### src/inc/rcf_pkg.sv
package rcf_pkg;

  // Register byte addresses on the software port.
  localparam logic [15:0] ADDR_BOD_CTRL   = 16'h0191;
  localparam logic [15:0] ADDR_FLAGS_PRI  = 16'h0192;
  localparam logic [15:0] ADDR_FLAGS_SEC  = 16'h0193;
  localparam logic [15:0] ADDR_EVT_STATUS = 16'h0194;
  localparam logic [15:0] ADDR_EVT_MASK   = 16'h0195;

  // Field positions in the brown-out control register.
  localparam int unsigned BIT_SW_BOD_EN = 7;
  localparam int unsigned BIT_BOD_READY = 0;

  // Field positions in the primary flag register.
  localparam int unsigned BIT_BROWNOUT    = 0;
  localparam int unsigned BIT_POWER_ON    = 1;
  localparam int unsigned BIT_SOFT_RST    = 2;
  localparam int unsigned BIT_EXT_PIN     = 3;
  localparam int unsigned BIT_WATCHDOG    = 4;
  localparam int unsigned BIT_STACK_UNDER = 6;
  localparam int unsigned BIT_STACK_OVER  = 7;

  // Field position in the secondary flag register.
  localparam int unsigned BIT_MEM_FAULT = 1;

  // Flag cell indices; one cell per reset-cause flag.
  localparam int unsigned FLAG_N        = 8;
  localparam int unsigned IDX_BROWNOUT  = 0;
  localparam int unsigned IDX_POWER_ON  = 1;
  localparam int unsigned IDX_SOFT_RST  = 2;
  localparam int unsigned IDX_EXT_PIN   = 3;
  localparam int unsigned IDX_WATCHDOG  = 4;
  localparam int unsigned IDX_STK_UNDER = 5;
  localparam int unsigned IDX_STK_OVER  = 6;
  localparam int unsigned IDX_MEM_FAULT = 7;

  // Power-on values per cell index, and the value each cause drives.
  localparam logic [7:0] FLAG_INIT   = 8'h9D;
  localparam logic [7:0] FLAG_ACTIVE = 8'h60;
  localparam logic       RST_SW_BOD_EN = 1'b1;

  // Event status and mask layout, one bit per reset cause.
  localparam int unsigned EVT_W         = 7;
  localparam int unsigned EVT_BROWNOUT  = 0;
  localparam int unsigned EVT_SOFT_RST  = 1;
  localparam int unsigned EVT_EXT_PIN   = 2;
  localparam int unsigned EVT_WATCHDOG  = 3;
  localparam int unsigned EVT_MEM_FAULT = 4;
  localparam int unsigned EVT_STK_OVER  = 5;
  localparam int unsigned EVT_STK_UNDER = 6;
  localparam logic [6:0]  RST_EVT       = 7'h00;

  typedef enum {SEL_NONE, SEL_BOD_CTRL, SEL_PRI, SEL_SEC, SEL_STATUS, SEL_MASK} rcf_sel_e;

  // Address decode shared by the read and write paths.
  function automatic rcf_sel_e rcf_decode(input logic [15:0] addr);
    rcf_sel_e sel;
    sel = SEL_NONE;
    if (addr == ADDR_BOD_CTRL) sel = SEL_BOD_CTRL;
    if (addr == ADDR_FLAGS_PRI) sel = SEL_PRI;
    if (addr == ADDR_FLAGS_SEC) sel = SEL_SEC;
    if (addr == ADDR_EVT_STATUS) sel = SEL_STATUS;
    if (addr == ADDR_EVT_MASK) sel = SEL_MASK;
    return sel;
  endfunction

endpackage

### src/hdl/rcf_flag_cell.sv
`timescale 1ns/1ps
module rcf_flag_cell
  import rcf_pkg::*;
#(
  parameter logic INIT   = 1'b1,
  parameter logic ACTIVE = 1'b0
)
(
  // Clock and reset.
  input  wire logic clk_i,
  input  wire logic rst_b_i,
  // Hardware update.
  input  wire logic init_i,
  input  wire logic cause_i,
  // Software write.
  input  wire logic wr_i,
  input  wire logic wdata_i,
  // Stored flag.
  output logic      flag_o
);

  // otherwise hold
  // Power-up and brown-out initialise, the own cause beats a write, else hold.
  always_ff @(posedge clk_i)
  begin
    if (!rst_b_i || init_i)
      flag_o <= INIT;
    else if (cause_i)
      flag_o <= ACTIVE;
    else if (wr_i)
      flag_o <= wdata_i;
  end

endmodule

### src/hdl/rcf_top.sv
// Notes on behaviour
// - Soft reset instruction clears soft reset flag.
// - Power-on or brown-out sets soft reset flag.
// - Power-on and brown-out clear power-on flag.
// - Power-on flag held otherwise; firmware may write.
// - Brown-out reset clears brownout flag.
// - Brownout flag held otherwise; firmware may write.
// - Memory violation clears mem fault flag.
// - Power-on or brown-out sets mem fault flag.
// - Only the actual cause's flag changes, except on a brown-out, which reloads all other flags.
// - Firmware writing active value makes no reset.
// - Watchdog reset clears flag; power events set.
// - Pin reset clears flag; power events set.
//
// The plain strobed port was left to the implementer.
`timescale 1ns/1ps
module rcf_top
  import rcf_pkg::*;
(
  // Clock and power-on reset.
  input  wire logic        CLK_I,
  input  wire logic        RST_B_I,
  // Software register port.
  input  wire logic [15:0] ADDR_I,
  input  wire logic [7:0]  WDATA_I,
  input  wire logic        WR_I,
  input  wire logic        RD_I,
  output logic      [7:0]  RDATA_O,
  // Reset-cause pulses from the reset controller.
  input  wire logic        BROWNOUT_RST_I,
  input  wire logic        SOFT_RST_I,
  input  wire logic        EXT_PIN_RST_I,
  input  wire logic        WATCHDOG_RST_I,
  input  wire logic        MEM_FAULT_RST_I,
  input  wire logic        STACK_OVER_I,
  input  wire logic        STACK_UNDER_I,
  // Brown-out circuit status and control.
  input  wire logic        BROWNOUT_READY_I,
  output logic             SW_BROWNOUT_EN_O,
  // Interrupt.
  output logic             IRQ_O
);

  rcf_sel_e               wr_sel;
  rcf_sel_e               rd_sel;
  logic                   wr_pri;
  logic                   wr_sec;
  logic                   wr_bod_ctrl;
  logic                   wr_status;
  logic                   wr_mask;
  logic [FLAG_N-1:0]      flag;
  logic [FLAG_N-1:0]      flag_cause;
  logic [FLAG_N-1:0]      flag_init;
  logic [FLAG_N-1:0]      flag_wr;
  logic [FLAG_N-1:0]      flag_wdata;
  logic [7:0]             pri_view;
  logic [7:0]             sec_view;
  logic [7:0]             bod_view;
  logic [7:0]             read_mux;
  logic [EVT_W-1:0]       evt_set;
  logic [EVT_W-1:0]       evt_status;
  logic [EVT_W-1:0]       evt_mask;
  logic [EVT_W-1:0]       next_evt_status;
  logic [EVT_W-1:0]       next_evt_mask;
  logic                   next_sw_bod_en;
  logic                   sw_bod_en;

  // Both decodes share one function so read and write maps cannot drift apart.
  assign wr_sel      = WR_I ? rcf_decode(ADDR_I) : SEL_NONE;
  assign rd_sel      = RD_I ? rcf_decode(ADDR_I) : SEL_NONE;
  assign wr_pri      = (wr_sel == SEL_PRI);
  assign wr_sec      = (wr_sel == SEL_SEC);
  assign wr_bod_ctrl = (wr_sel == SEL_BOD_CTRL);
  assign wr_status   = (wr_sel == SEL_STATUS);
  assign wr_mask     = (wr_sel == SEL_MASK);

  assign flag_cause[IDX_SOFT_RST]  = SOFT_RST_I;
  assign flag_cause[IDX_BROWNOUT]  = BROWNOUT_RST_I;
  assign flag_cause[IDX_MEM_FAULT] = MEM_FAULT_RST_I;
  assign flag_cause[IDX_WATCHDOG]  = WATCHDOG_RST_I;
  assign flag_cause[IDX_EXT_PIN]   = EXT_PIN_RST_I;
  // The power-on flag has no cause of its own; only initialisation or a firmware write clears it.
  assign flag_cause[IDX_POWER_ON]  = 1'b0;
  assign flag_cause[IDX_STK_OVER]  = STACK_OVER_I;
  assign flag_cause[IDX_STK_UNDER] = STACK_UNDER_I;

  // power flag, mem flag
  // A brown-out reloads every flag but its own, which its cause drives instead.
  always_comb
  begin
    flag_init               = {FLAG_N{BROWNOUT_RST_I}};
    flag_init[IDX_BROWNOUT] = 1'b0;
  end

  // Software write enables and data per cell.
  assign flag_wr[IDX_BROWNOUT]     = wr_pri;
  assign flag_wr[IDX_POWER_ON]     = wr_pri;
  assign flag_wr[IDX_SOFT_RST]     = wr_pri;
  assign flag_wr[IDX_EXT_PIN]      = wr_pri;
  assign flag_wr[IDX_WATCHDOG]     = wr_pri;
  assign flag_wr[IDX_STK_UNDER]    = wr_pri;
  assign flag_wr[IDX_STK_OVER]     = wr_pri;
  assign flag_wr[IDX_MEM_FAULT]    = wr_sec;
  assign flag_wdata[IDX_BROWNOUT]  = WDATA_I[BIT_BROWNOUT];
  assign flag_wdata[IDX_POWER_ON]  = WDATA_I[BIT_POWER_ON];
  assign flag_wdata[IDX_SOFT_RST]  = WDATA_I[BIT_SOFT_RST];
  assign flag_wdata[IDX_EXT_PIN]   = WDATA_I[BIT_EXT_PIN];
  assign flag_wdata[IDX_WATCHDOG]  = WDATA_I[BIT_WATCHDOG];
  assign flag_wdata[IDX_STK_UNDER] = WDATA_I[BIT_STACK_UNDER];
  assign flag_wdata[IDX_STK_OVER]  = WDATA_I[BIT_STACK_OVER];
  assign flag_wdata[IDX_MEM_FAULT] = WDATA_I[BIT_MEM_FAULT];

  // one cell per cause
  // Each cell's cause input is its own cause only; other flags move with a cause only on a brown-out, which reloads them.
  genvar gi;
  generate
    for (gi = 0; gi < FLAG_N; gi++)
    begin : g_flag
      rcf_flag_cell #(
        .INIT   (FLAG_INIT[gi]),
        .ACTIVE (FLAG_ACTIVE[gi])
      ) u_cell (
        .clk_i   (CLK_I),
        .rst_b_i (RST_B_I),
        .init_i  (flag_init[gi]),
        .cause_i (flag_cause[gi]),
        .wr_i    (flag_wr[gi]),
        .wdata_i (flag_wdata[gi]),
        .flag_o  (flag[gi])
      );
    end
  endgenerate

  // Register views; unused bits read as zero.
  always_comb
  begin
    pri_view                  = 8'h00;
    pri_view[BIT_BROWNOUT]    = flag[IDX_BROWNOUT];
    pri_view[BIT_POWER_ON]    = flag[IDX_POWER_ON];
    pri_view[BIT_SOFT_RST]    = flag[IDX_SOFT_RST];
    pri_view[BIT_EXT_PIN]     = flag[IDX_EXT_PIN];
    pri_view[BIT_WATCHDOG]    = flag[IDX_WATCHDOG];
    pri_view[BIT_STACK_UNDER] = flag[IDX_STK_UNDER];
    pri_view[BIT_STACK_OVER]  = flag[IDX_STK_OVER];
    sec_view                  = 8'h00;
    sec_view[BIT_MEM_FAULT]   = flag[IDX_MEM_FAULT];
    bod_view                  = 8'h00;
    bod_view[BIT_SW_BOD_EN]   = sw_bod_en;
    bod_view[BIT_BOD_READY]   = BROWNOUT_READY_I;
  end

  // Unmapped addresses read as zero.
  assign read_mux = (rd_sel == SEL_BOD_CTRL) ? bod_view :
                    (rd_sel == SEL_PRI)      ? pri_view :
                    (rd_sel == SEL_SEC)      ? sec_view :
                    (rd_sel == SEL_STATUS)   ? {1'b0, evt_status} :
                    (rd_sel == SEL_MASK)     ? {1'b0, evt_mask} : 8'h00;

  // writes only store
  // Flag writes reach the cells and nothing else: no cause pulse is raised.
  assign evt_set = {STACK_UNDER_I, STACK_OVER_I, MEM_FAULT_RST_I, WATCHDOG_RST_I,
                    EXT_PIN_RST_I, SOFT_RST_I, BROWNOUT_RST_I};

  // A set in the cycle of its write-one clear wins, so no event is lost.
  assign next_evt_status = (evt_status & ~(wr_status ? WDATA_I[EVT_W-1:0] : RST_EVT))
                           | evt_set;
  assign next_evt_mask   = wr_mask ? WDATA_I[EVT_W-1:0] : evt_mask;
  assign next_sw_bod_en  = BROWNOUT_RST_I ? RST_SW_BOD_EN :
                           wr_bod_ctrl ? WDATA_I[BIT_SW_BOD_EN] : sw_bod_en;

  // Status, mask and enable registers.
  always_ff @(posedge CLK_I)
  begin
    if (!RST_B_I)
    begin
      evt_status <= RST_EVT;
      evt_mask   <= RST_EVT;
      sw_bod_en  <= RST_SW_BOD_EN;
    end
    else
    begin
      evt_status <= next_evt_status;
      evt_mask   <= next_evt_mask;
      sw_bod_en  <= next_sw_bod_en;
    end
  end

  // Outputs come from flops; the interrupt is built from next values so it
  // tracks the status register with no extra cycle of lag.
  always_ff @(posedge CLK_I)
  begin
    if (!RST_B_I)
    begin
      RDATA_O          <= 8'h00;
      IRQ_O            <= 1'b0;
      SW_BROWNOUT_EN_O <= RST_SW_BOD_EN;
    end
    else
    begin
      RDATA_O          <= read_mux;
      IRQ_O            <= |(next_evt_status & next_evt_mask);
      SW_BROWNOUT_EN_O <= next_sw_bod_en;
    end
  end

  logic no_other_evt;
  assign no_other_evt = ~|evt_set;
endmodule

### config.mk
export PLATFORM = sky130hd
export DESIGN_NAME = rcf_top
export DESIGN_NICKNAME = d
export VERILOG_FILES = /design/src/inc/rcf_pkg.sv /design/src/hdl/rcf_flag_cell.sv /design/src/hdl/rcf_top.sv
export SDC_FILE = /design/constraint.sdc
export NUM_CORES = 1
export LEC_CHECK = 0
export BUFFER_PORTS_ARGS = -buffer_cell sky130_fd_sc_hd__buf_2
export CELL_PAD_IN_SITES_DETAIL_PLACEMENT = 0
export CELL_PAD_IN_SITES_GLOBAL_PLACEMENT = 2
export CORE_MARGIN = 4
export CORE_UTILIZATION = 32
export DETAILED_ROUTE_END_ITERATION = 10
export GPL_TIMING_DRIVEN = 0
export PLACE_DENSITY_LB_ADDON = 0.1
export SETUP_SLACK_MARGIN = 0.2
export SLEW_MARGIN = 10
export SYNTH_ARGS = -nofsm -noshare
export SYNTH_HDL_FRONTEND = slang
export SYNTH_SLANG_ARGS = --single-unit
### constraint.sdc
create_clock -name CLK_I -period 3.8 [get_ports CLK_I]
set_input_delay 0.38 -clock CLK_I [delete_from_list [all_inputs] [get_ports CLK_I]]
set_output_delay 0.38 -clock CLK_I [all_outputs]
set_load 0.01 [all_outputs]
---- Word-level counts from Yosys, hierarchy flattened ----
Index checks and enable logic that the tools add are counted.
storage, ports and cells
  register bits ........................... 32
operators by class
  equality and inequality tests ........... 15
  multiplexer cells ....................... 28
  bitwise gates (word level) .............. 5
  reduce and logical (&&, ||, !) cells .... 13
operators with widths
  kind                                                  count
  2-to-1 mux 32 bit                                     6
  equality test 32 x 3 -> 1 bit, second input constant  4
  equality test 32 x 4 -> 1 bit, second input constant  4
  equality test 16 x 9 -> 1 bit, second input constant  5
  equality test 32 x 2 -> 1 bit, second input constant  2
  2-to-1 mux 7 bit                                      5
  2-to-1 mux 8 bit                                      2
  2-to-1 mux 1 bit                                      15
  AND 7 bit                                             2
  nonzero test 2 bit                                    7
  NOT 7 bit                                             1
  OR 7 bit                                              1
  OR reduction 7 bit                                    1
  OR reduction 2 bit                                    2
  OR reduction 4 bit                                    1
  logical NOT 1 bit                                     1
  logical OR 1 bit                                      1
  NOT 1 bit                                             1

---- Logic depth before layout (Yosys ltp) ----
Gate-level depths: netlist (run 1).
  depth after elaboration ................. 14
  depth in mapped cells ................... 7

---- By module ----
From an unflattened synthesis (run 1), not the netlist that was laid out.
unflattened totals
  cell total of the unflattened synthesis .. 187
  area, all modules ....................... 1,705.4 µm²
modules (own cells, without submodules)
  module                                 times used  cells each  area each (µm²)  sequential area each (µm²)
  rcf_top                                1           154         1,363.8          480.5
  rcf_flag_cell at g_flag[0].u_cell ...  5           4           41.3             20.0
  rcf_flag_cell at g_flag[5].u_cell ...  2           5           45.0             20.0
  rcf_flag_cell at g_flag[1].u_cell      1           3           45.0             20.0

---- Least setup slack after synthesis (run 1) ----
No wires, ideal clock.
  path type ............................... input port to flip-flop
  start ................................... input ADDR_I[9]
  end ..................................... register g_flag[6].u_cell.flag_o
  arrival time ............................ 1.866 ns
  required time ........................... 3.685 ns
  setup slack ............................. 1.820 ns
  cell stages on the path ................. 5
  buffers on the path ..................... 0
  path through ............................ nor4b_4 -> nand4_2 -> nor4b_4 -> mux2_4 -> o21a_1
between the ends
  cells in the longest elaborated chain, start to end .. 9
  elaborated cells on any way between the ends .. 13
RTL lines
  what                             RTL line             text
  start, declared                  rcf_top.sv:24        input wire logic [15:0] ADDR_I,
  equality test 16 x 9 -> 1 bit    rcf_pkg.sv:59        if (addr == ADDR_BOD_CTRL) sel = SEL_BOD_CTRL;
  2-to-1 mux 1 bit                 rcf_pkg.sv:59
  2-to-1 mux 32 bit                rcf_pkg.sv:60        if (addr == ADDR_FLAGS_PRI) sel = SEL_PRI;
  2-to-1 mux 32 bit                rcf_pkg.sv:61        if (addr == ADDR_FLAGS_SEC) sel = SEL_SEC;
  2-to-1 mux 32 bit                rcf_pkg.sv:62        if (addr == ADDR_EVT_STATUS) sel = SEL_STATUS;
  2-to-1 mux 32 bit *              rcf_pkg.sv:63        if (addr == ADDR_EVT_MASK) sel = SEL_MASK;
  2-to-1 mux 32 bit *              rcf_top.sv:69        assign wr_sel = WR_I ? rcf_decode(ADDR_I) : SEL_NONE;
  equality test 32 x 3 -> 1 bit *  rcf_top.sv:71        assign wr_pri = (wr_sel == SEL_PRI);
  nonzero test 2 bit (no line) *   n/a
  end signal, assigned             rcf_flag_cell.sv:31  flag_o <= wdata_i;
  end, declared                    rcf_flag_cell.sv:19  output logic flag_o
Mark *: on every way between the ends. The rest lies on a longest branch, timed or not.
A chain may end at the register's enable or synchronous reset.

---- Worst setup path after layout (run 1) ----
  start ................................... input ADDR_I[0]
  end ..................................... register g_flag[6].u_cell.flag_o
The elaborated chain is that of the path after synthesis.

==> impl_metrics.ini, run 1 <==
[status]
status = finished, final reports clean

[detailed_routing]
remaining_drc_errors = 0
num_vias = 1276
firstDrtPassIters = 6
antenna_left = 0
wl_per_cell_um = 17.02
routed_via_density = 5.208
wirelength_um = 4169
drt_iter0_drc = 85

[cts]
postCtsHoldBufs = 0
clock_latency_ps = 280
clk_pin_slew_ps = 60
postCtsSetupRepairBufs = 0
cts-root-buf = clkbuf_8
clock-sinks = 32
cts_tree = built
numCtsBuffers = 5
clockBufferDepth = 2
cts_resized = 0
htree_levels = 2

[finish]
fin_cells = 245
final_cell_mix = buf_2, dfxtp_1, nor2_1, mux2i_1, nand2_1
antenna_cells = 0
fin_nets = 229
final_common_cell = buf_2
fill_cells = 455
final_layout_size_suffix_gt1_share_pct = 34.72
area_growth_pct = 25.50

[critical_path]
crit_required_ps = 3970
start_kind = input pin
path_class = input pin to register
end_kind = register
regToRegSetupSlack_ps = 2720
crit_fanout = 8
cp.arrival_ps = 2310

[yosys]
syn-instance-count = 141
synth_seq_cells = 32
ys_types = 36
postSynthAreaPerCell_sq_um = 10.23
syn_area_sq_um = 1443
ys_seq_area_share_pct = 44.41
ys_warn_count = 0
synth_nets = 177

[floorplanning]
die_y_um = 75.15
die_x_um = 75.15
rows = 24
initial_core_util_pct = 33.13
io_pins = 46
core_area_sq_um = 4354
dieArea_sq_um = 5647

[grt]
grt_pass1_wl_um = 6389
overflow = 0
grt_pass1_vias = 1278
antenna_found_initial = 0
track_usage_pct = 15.60
grt_max_degree = 11

[timing]
timing.final.ws_setup_ps = 1665
holdWs_ps = 292.8
slew_headroom_pct = 47.04
period_share_pct = 56.19
setup-tns-final_ps = 0
rsz0062_at_grt = false
finalMaxSlewViolations = 0
fin_skew_ps = 6.489
final_hold_viol_count = 0
finalSetupViolations = 0
layout_min_cycle_time_ps = 2135
fmax_mhz = 468.4
tightest_slew_ps = 791.0

[power_and_ir_drop]
leakage_nw = 0.7366
peakVddDrop_v = 0.0001746
p_per_area_nw_per_um2 = 360.4

[worst_hold_path]
hold_path_class = input pin to register

[placed_design]
hpwl_um = 3101
gp_congestion = 0.7565
numPortBuffers = 45
preCtsSetupSlack_ps = 1355
dp.cells = 238

[run]
maxCapViolations = 0
## flip-flops by register name, indices dropped and copies added (netlist names)
| name | count |
|---|---|
| SW_BROWNOUT_EN_O | 1 |
| RDATA_O | 8 |
| IRQ_O | 1 |
| g_flag.u_cell.flag_o | 8 |
| evt_mask | 7 |
| evt_status | 7 |
## synthesized netlist by cell type
master	count	area, sq um
a222oi_1	5	50.05
mux2_2	3	33.78
a2bb2oi_1	1	8.760
o21ai_0	2	10.01
clkbuf_1	3	11.26
nor3b_2	1	12.51
nand3_1	5	25.02
nand4_1	1	6.260
inv_1	4	15.01
a21oi_1	6	30.03
and4bb_2	1	12.51
nor3b_1	1	7.510
o21bai_1	1	7.510
nand4_2	2	25.02
nor3_2	2	20.02
a21boi_1	1	7.510
dfxtp_1	32	640.6
and4_2	1	10.01
o22a_1	1	8.760
o21a_1	2	15.01
nor2_4	1	11.26
and2_1	5	31.28
a22oi_1	3	22.52
o21ai_1	4	20.02
a32oi_1	1	8.760
a41oi_1	1	8.760
nor2b_1	2	12.51
nand2b_1	1	6.260
mux2i_1	12	120.1
nand2_1	8	30.03
a21o_1	3	22.52
a31oi_1	1	6.260
nor2_1	16	60.06
nor4b_4	4	95.09
mux2_4	1	15.01
nor3_1	3	15.01
## where the power goes
part	total (mW)	internal, mW	switching [mW]
sequential	0.349	0.345	0.00459
combinational	0.0588	0.0263	0.0325
clock	0.245	0.124	0.120
## critical path: stages
cell and delay, ps:
buf_2 140, nor2b_1 110, clkbuf_1 410, nor4b_4 750
mux2_4 350, o21a_1 160
## worst paths after layout
kind	cells after the start	start	to
setup / recovery	6	ADDR_I[0]	g_flag[6].u_cell.flag_o
hold / removal	2	WATCHDOG_RST_I	g_flag[4].u_cell.flag_o
setup reg to reg	3	evt_mask[4]	IRQ_O
hold reg to reg	2	g_flag[0].u_cell.flag_o	RDATA_O[0]
## cells by family (layout without fill, tap and decap cells)
kind of cell           count (synthesis)  after routing  share of synthesized area, %
AO/OA/AOI/OAI                         32             32                         15.70
flip-flops                            32             32                         44.41
AND/OR/NAND/NOR                       54             54                         26.37
buffers and inverters                  7             59                         1.821
multiplexers                          16             16                         11.71
## cell type report
class / count / area [sq um] / area share, %
Sequential cell: 32 / 640.6 / 35.38
Clock buffer: 6 / 72.57 / 4.008
Multi-Input combinational cell: 102 / 775.7 / 42.85
Timing Repair Buffer: 45 / 225.2 / 12.44
Tap cell: 52 / 65.06 / 3.594
Inverter: 4 / 15.01 / 0.8293
Clock inverter: 1 / 5.005 / 0.2764
Buffer: 3 / 11.26 / 0.6220
## stage by stage
stage                     util, %  area [sq um]  total power, mW
after floorplan                 -          1443           0.3804
after global placement      39.80          1733           0.4142
after detailed placement    39.80          1733           0.4158
after CTS                   41.58          1810           0.6607
after global routing        41.58          1810           0.6798
final                       41.58          1810           0.6525
## metal layers
layer | global-route usage (%) | wire (um) | vias up
met2 | 24.47 | 1873 | 46
met3 | 4.406 | 304 | 5
met1 | 21.15 | 1949 | 597
li1 | - | - | 628
met4 | 4.078 | 40 | 0
met5 | 0 | 0 | -
No activity file was read; power rests on OpenSTA's default activity.
==> run 2, diff against run 1 <==
Settings changed: CORE_UTILIZATION 32 to 30.
Clock period 3.8 ns to 2.24 ns, I/O delays scaled along.
==> run 2 against run 1 <==
Effect of this change: via count fell by 0.94%; register-to-register slack got worse by 1500 ps; routed wire length rose by 0.98%; critical path type unchanged; critical endpoint is now IRQ_O; largest cell class unchanged; largest power group unchanged.
==> impl_metrics.ini, run 2 (synthesis results as in run 1) <==
[status]
status = finished, final reports clean

[critical_path]
crit_fanout = 7
regToRegSetupSlack_ps = 1180
reg2reg_depth = 3
cp.arrival_ps = 2000
crit_path_max_incr_delay_ps = 390
start_kind = input pin
timing.rr.start = evt_mask[4]
end_kind = register
crit_start = ADDR_I[9]
cp_cell_sequence = buf_2 > nor4b_4 > nand4_2 > nor2_4 > mux2_2 > a22oi_1 > a41oi_1
path_class = input pin to register
crit_required_ps = 2390
reg2reg_to = IRQ_O
cpMaxStageDelayCell = mux2_2
worstSetupEndpoint = IRQ_O

[cts]
htree_levels = 2
cts_tree = built
clockBufferDepth = 2
postCtsHoldBufs = 0
clock_latency_ps = 280
cts_resized = 0
numCtsBuffers = 5
cts-root-buf = clkbuf_8
clock-sinks = 32
clk_pin_slew_ps = 70
postCtsSetupRepairBufs = 0

[detailed_routing]
drt_iter0_drc = 83
routed_via_density = 5.117
antenna_left = 0
wirelength_um = 4210
num_vias = 1264
remaining_drc_errors = 0
wl_per_cell_um = 17.04
firstDrtPassIters = 4

[floorplanning]
dieArea_sq_um = 5982
core_area_sq_um = 4504
die_y_um = 77.35
io_pins = 46
rows = 24
die_x_um = 77.35
initial_core_util_pct = 32.03

[finish]
fin_cells = 247
final_layout_size_suffix_gt1_share_pct = 36.41
finish.utilization_pct = 40.67
final_area_sq_um = 1832
fin_nets = 230
area_growth_pct = 26.97
final_common_cell = buf_2
reg.largest.list = RDATA_O (8), g_flag.u_cell.flag_o (8)
fill_cells = 456
final_cell_mix = buf_2, dfxtp_1, nor2_1, mux2i_1, nand2_1
antenna_cells = 0

[timing]
period_share_pct = 82.56
slew_headroom_pct = 54.53
rsz0062_at_grt = false
finalSetupViolations = 0
layout_min_cycle_time_ps = 1849
fmax_mhz = 540.7
finalMaxSlewViolations = 0
final_hold_viol_count = 0
timing.final.ws_setup_ps = 390.7
tightest_slew_ps = 679.6
fin_skew_ps = 6.128

[placed_design]
numPortBuffers = 45
gp_congestion = 0.7702
hpwl_um = 3100
preCtsSetupSlack_ps = -19.43
dp.cells = 238
place_area_sq_um = 1733

[grt]
overflow = 0
antenna_found_initial = 0
track_usage_pct = 14.38
grt_pass1_vias = 1335
grt_max_degree = 12
grt_pass1_wl_um = 6734

[power_and_ir_drop]
power.total_mw = 1.130
peakVddDrop_v = 0.0003274
p_per_area_nw_per_um2 = 616.7
leakage_nw = 0.7532

[worst_hold_path]
hold_path_class = input pin to register

[run]
maxCapViolations = 0
==> run 2: report_power, final <==
part           leakage, nW  switching [mW]  total, mW  internal (mW)
clock               0.0479           0.222      0.438          0.216
combinational        0.444          0.0544     0.0990         0.0446
sequential           0.262         0.00803      0.592          0.584
total                0.753           0.285       1.13          0.845
==> run 2: per-layer routing <==
metal	track usage [%]	vias to the layer above	wire length [um]	part of all wire (%)
met5	0	-	0	0
met4	4.626	0	55	1.3
met3	3.819	6	233	5.5
met2	23.32	37	2032	48
met1	18.67	592	1889	45
li1	-	629	-	-
==> run 2: worst min-delay path by stage <==
stage | start | endpoint | slack [ps] | cells past startpoint
floorplan | BROWNOUT_RST_I | g_flag[1].u_cell.flag_o | 290 | 1
global placement | WATCHDOG_RST_I | g_flag[4].u_cell.flag_o | 430 | 2
detailed placement | WATCHDOG_RST_I | g_flag[4].u_cell.flag_o | 440 | 2
CTS | WATCHDOG_RST_I | g_flag[4].u_cell.flag_o | 140 | 2
global route | EXT_PIN_RST_I | g_flag[3].u_cell.flag_o | 140 | 2
finish | WATCHDOG_RST_I | g_flag[4].u_cell.flag_o | 140 | 2
==> run 2: cell type report <==
type,count,area [sq um],area share [%]
Timing Repair Buffer,47,240.2,13.11
Inverter,4,15.01,0.8197
Buffer,2,7.507,0.4098
Multi-Input combinational cell,102,775.7,42.35
Clock buffer,5,68.82,3.757
Sequential cell,32,640.6,34.97
Clock inverter,3,18.77,1.025
Tap cell,52,65.06,3.552
==> run 2: metrics by stage <==
step	hold WS, ps	setup TNS [ps]
floorplan	293.7	0
global placement	431.6	-37.90
detailed placement	437.0	-19.43
CTS	136.0	0
global route	144.5	0
finish	136.9	0
==> run 2: critical path, delay by kind of cell <==
kind	cells	cell delay [ps]
AO/OA/AOI/OAI	2	340
buffers and inverters	1	110
multiplexers	1	390
AND/OR/NAND/NOR	3	920
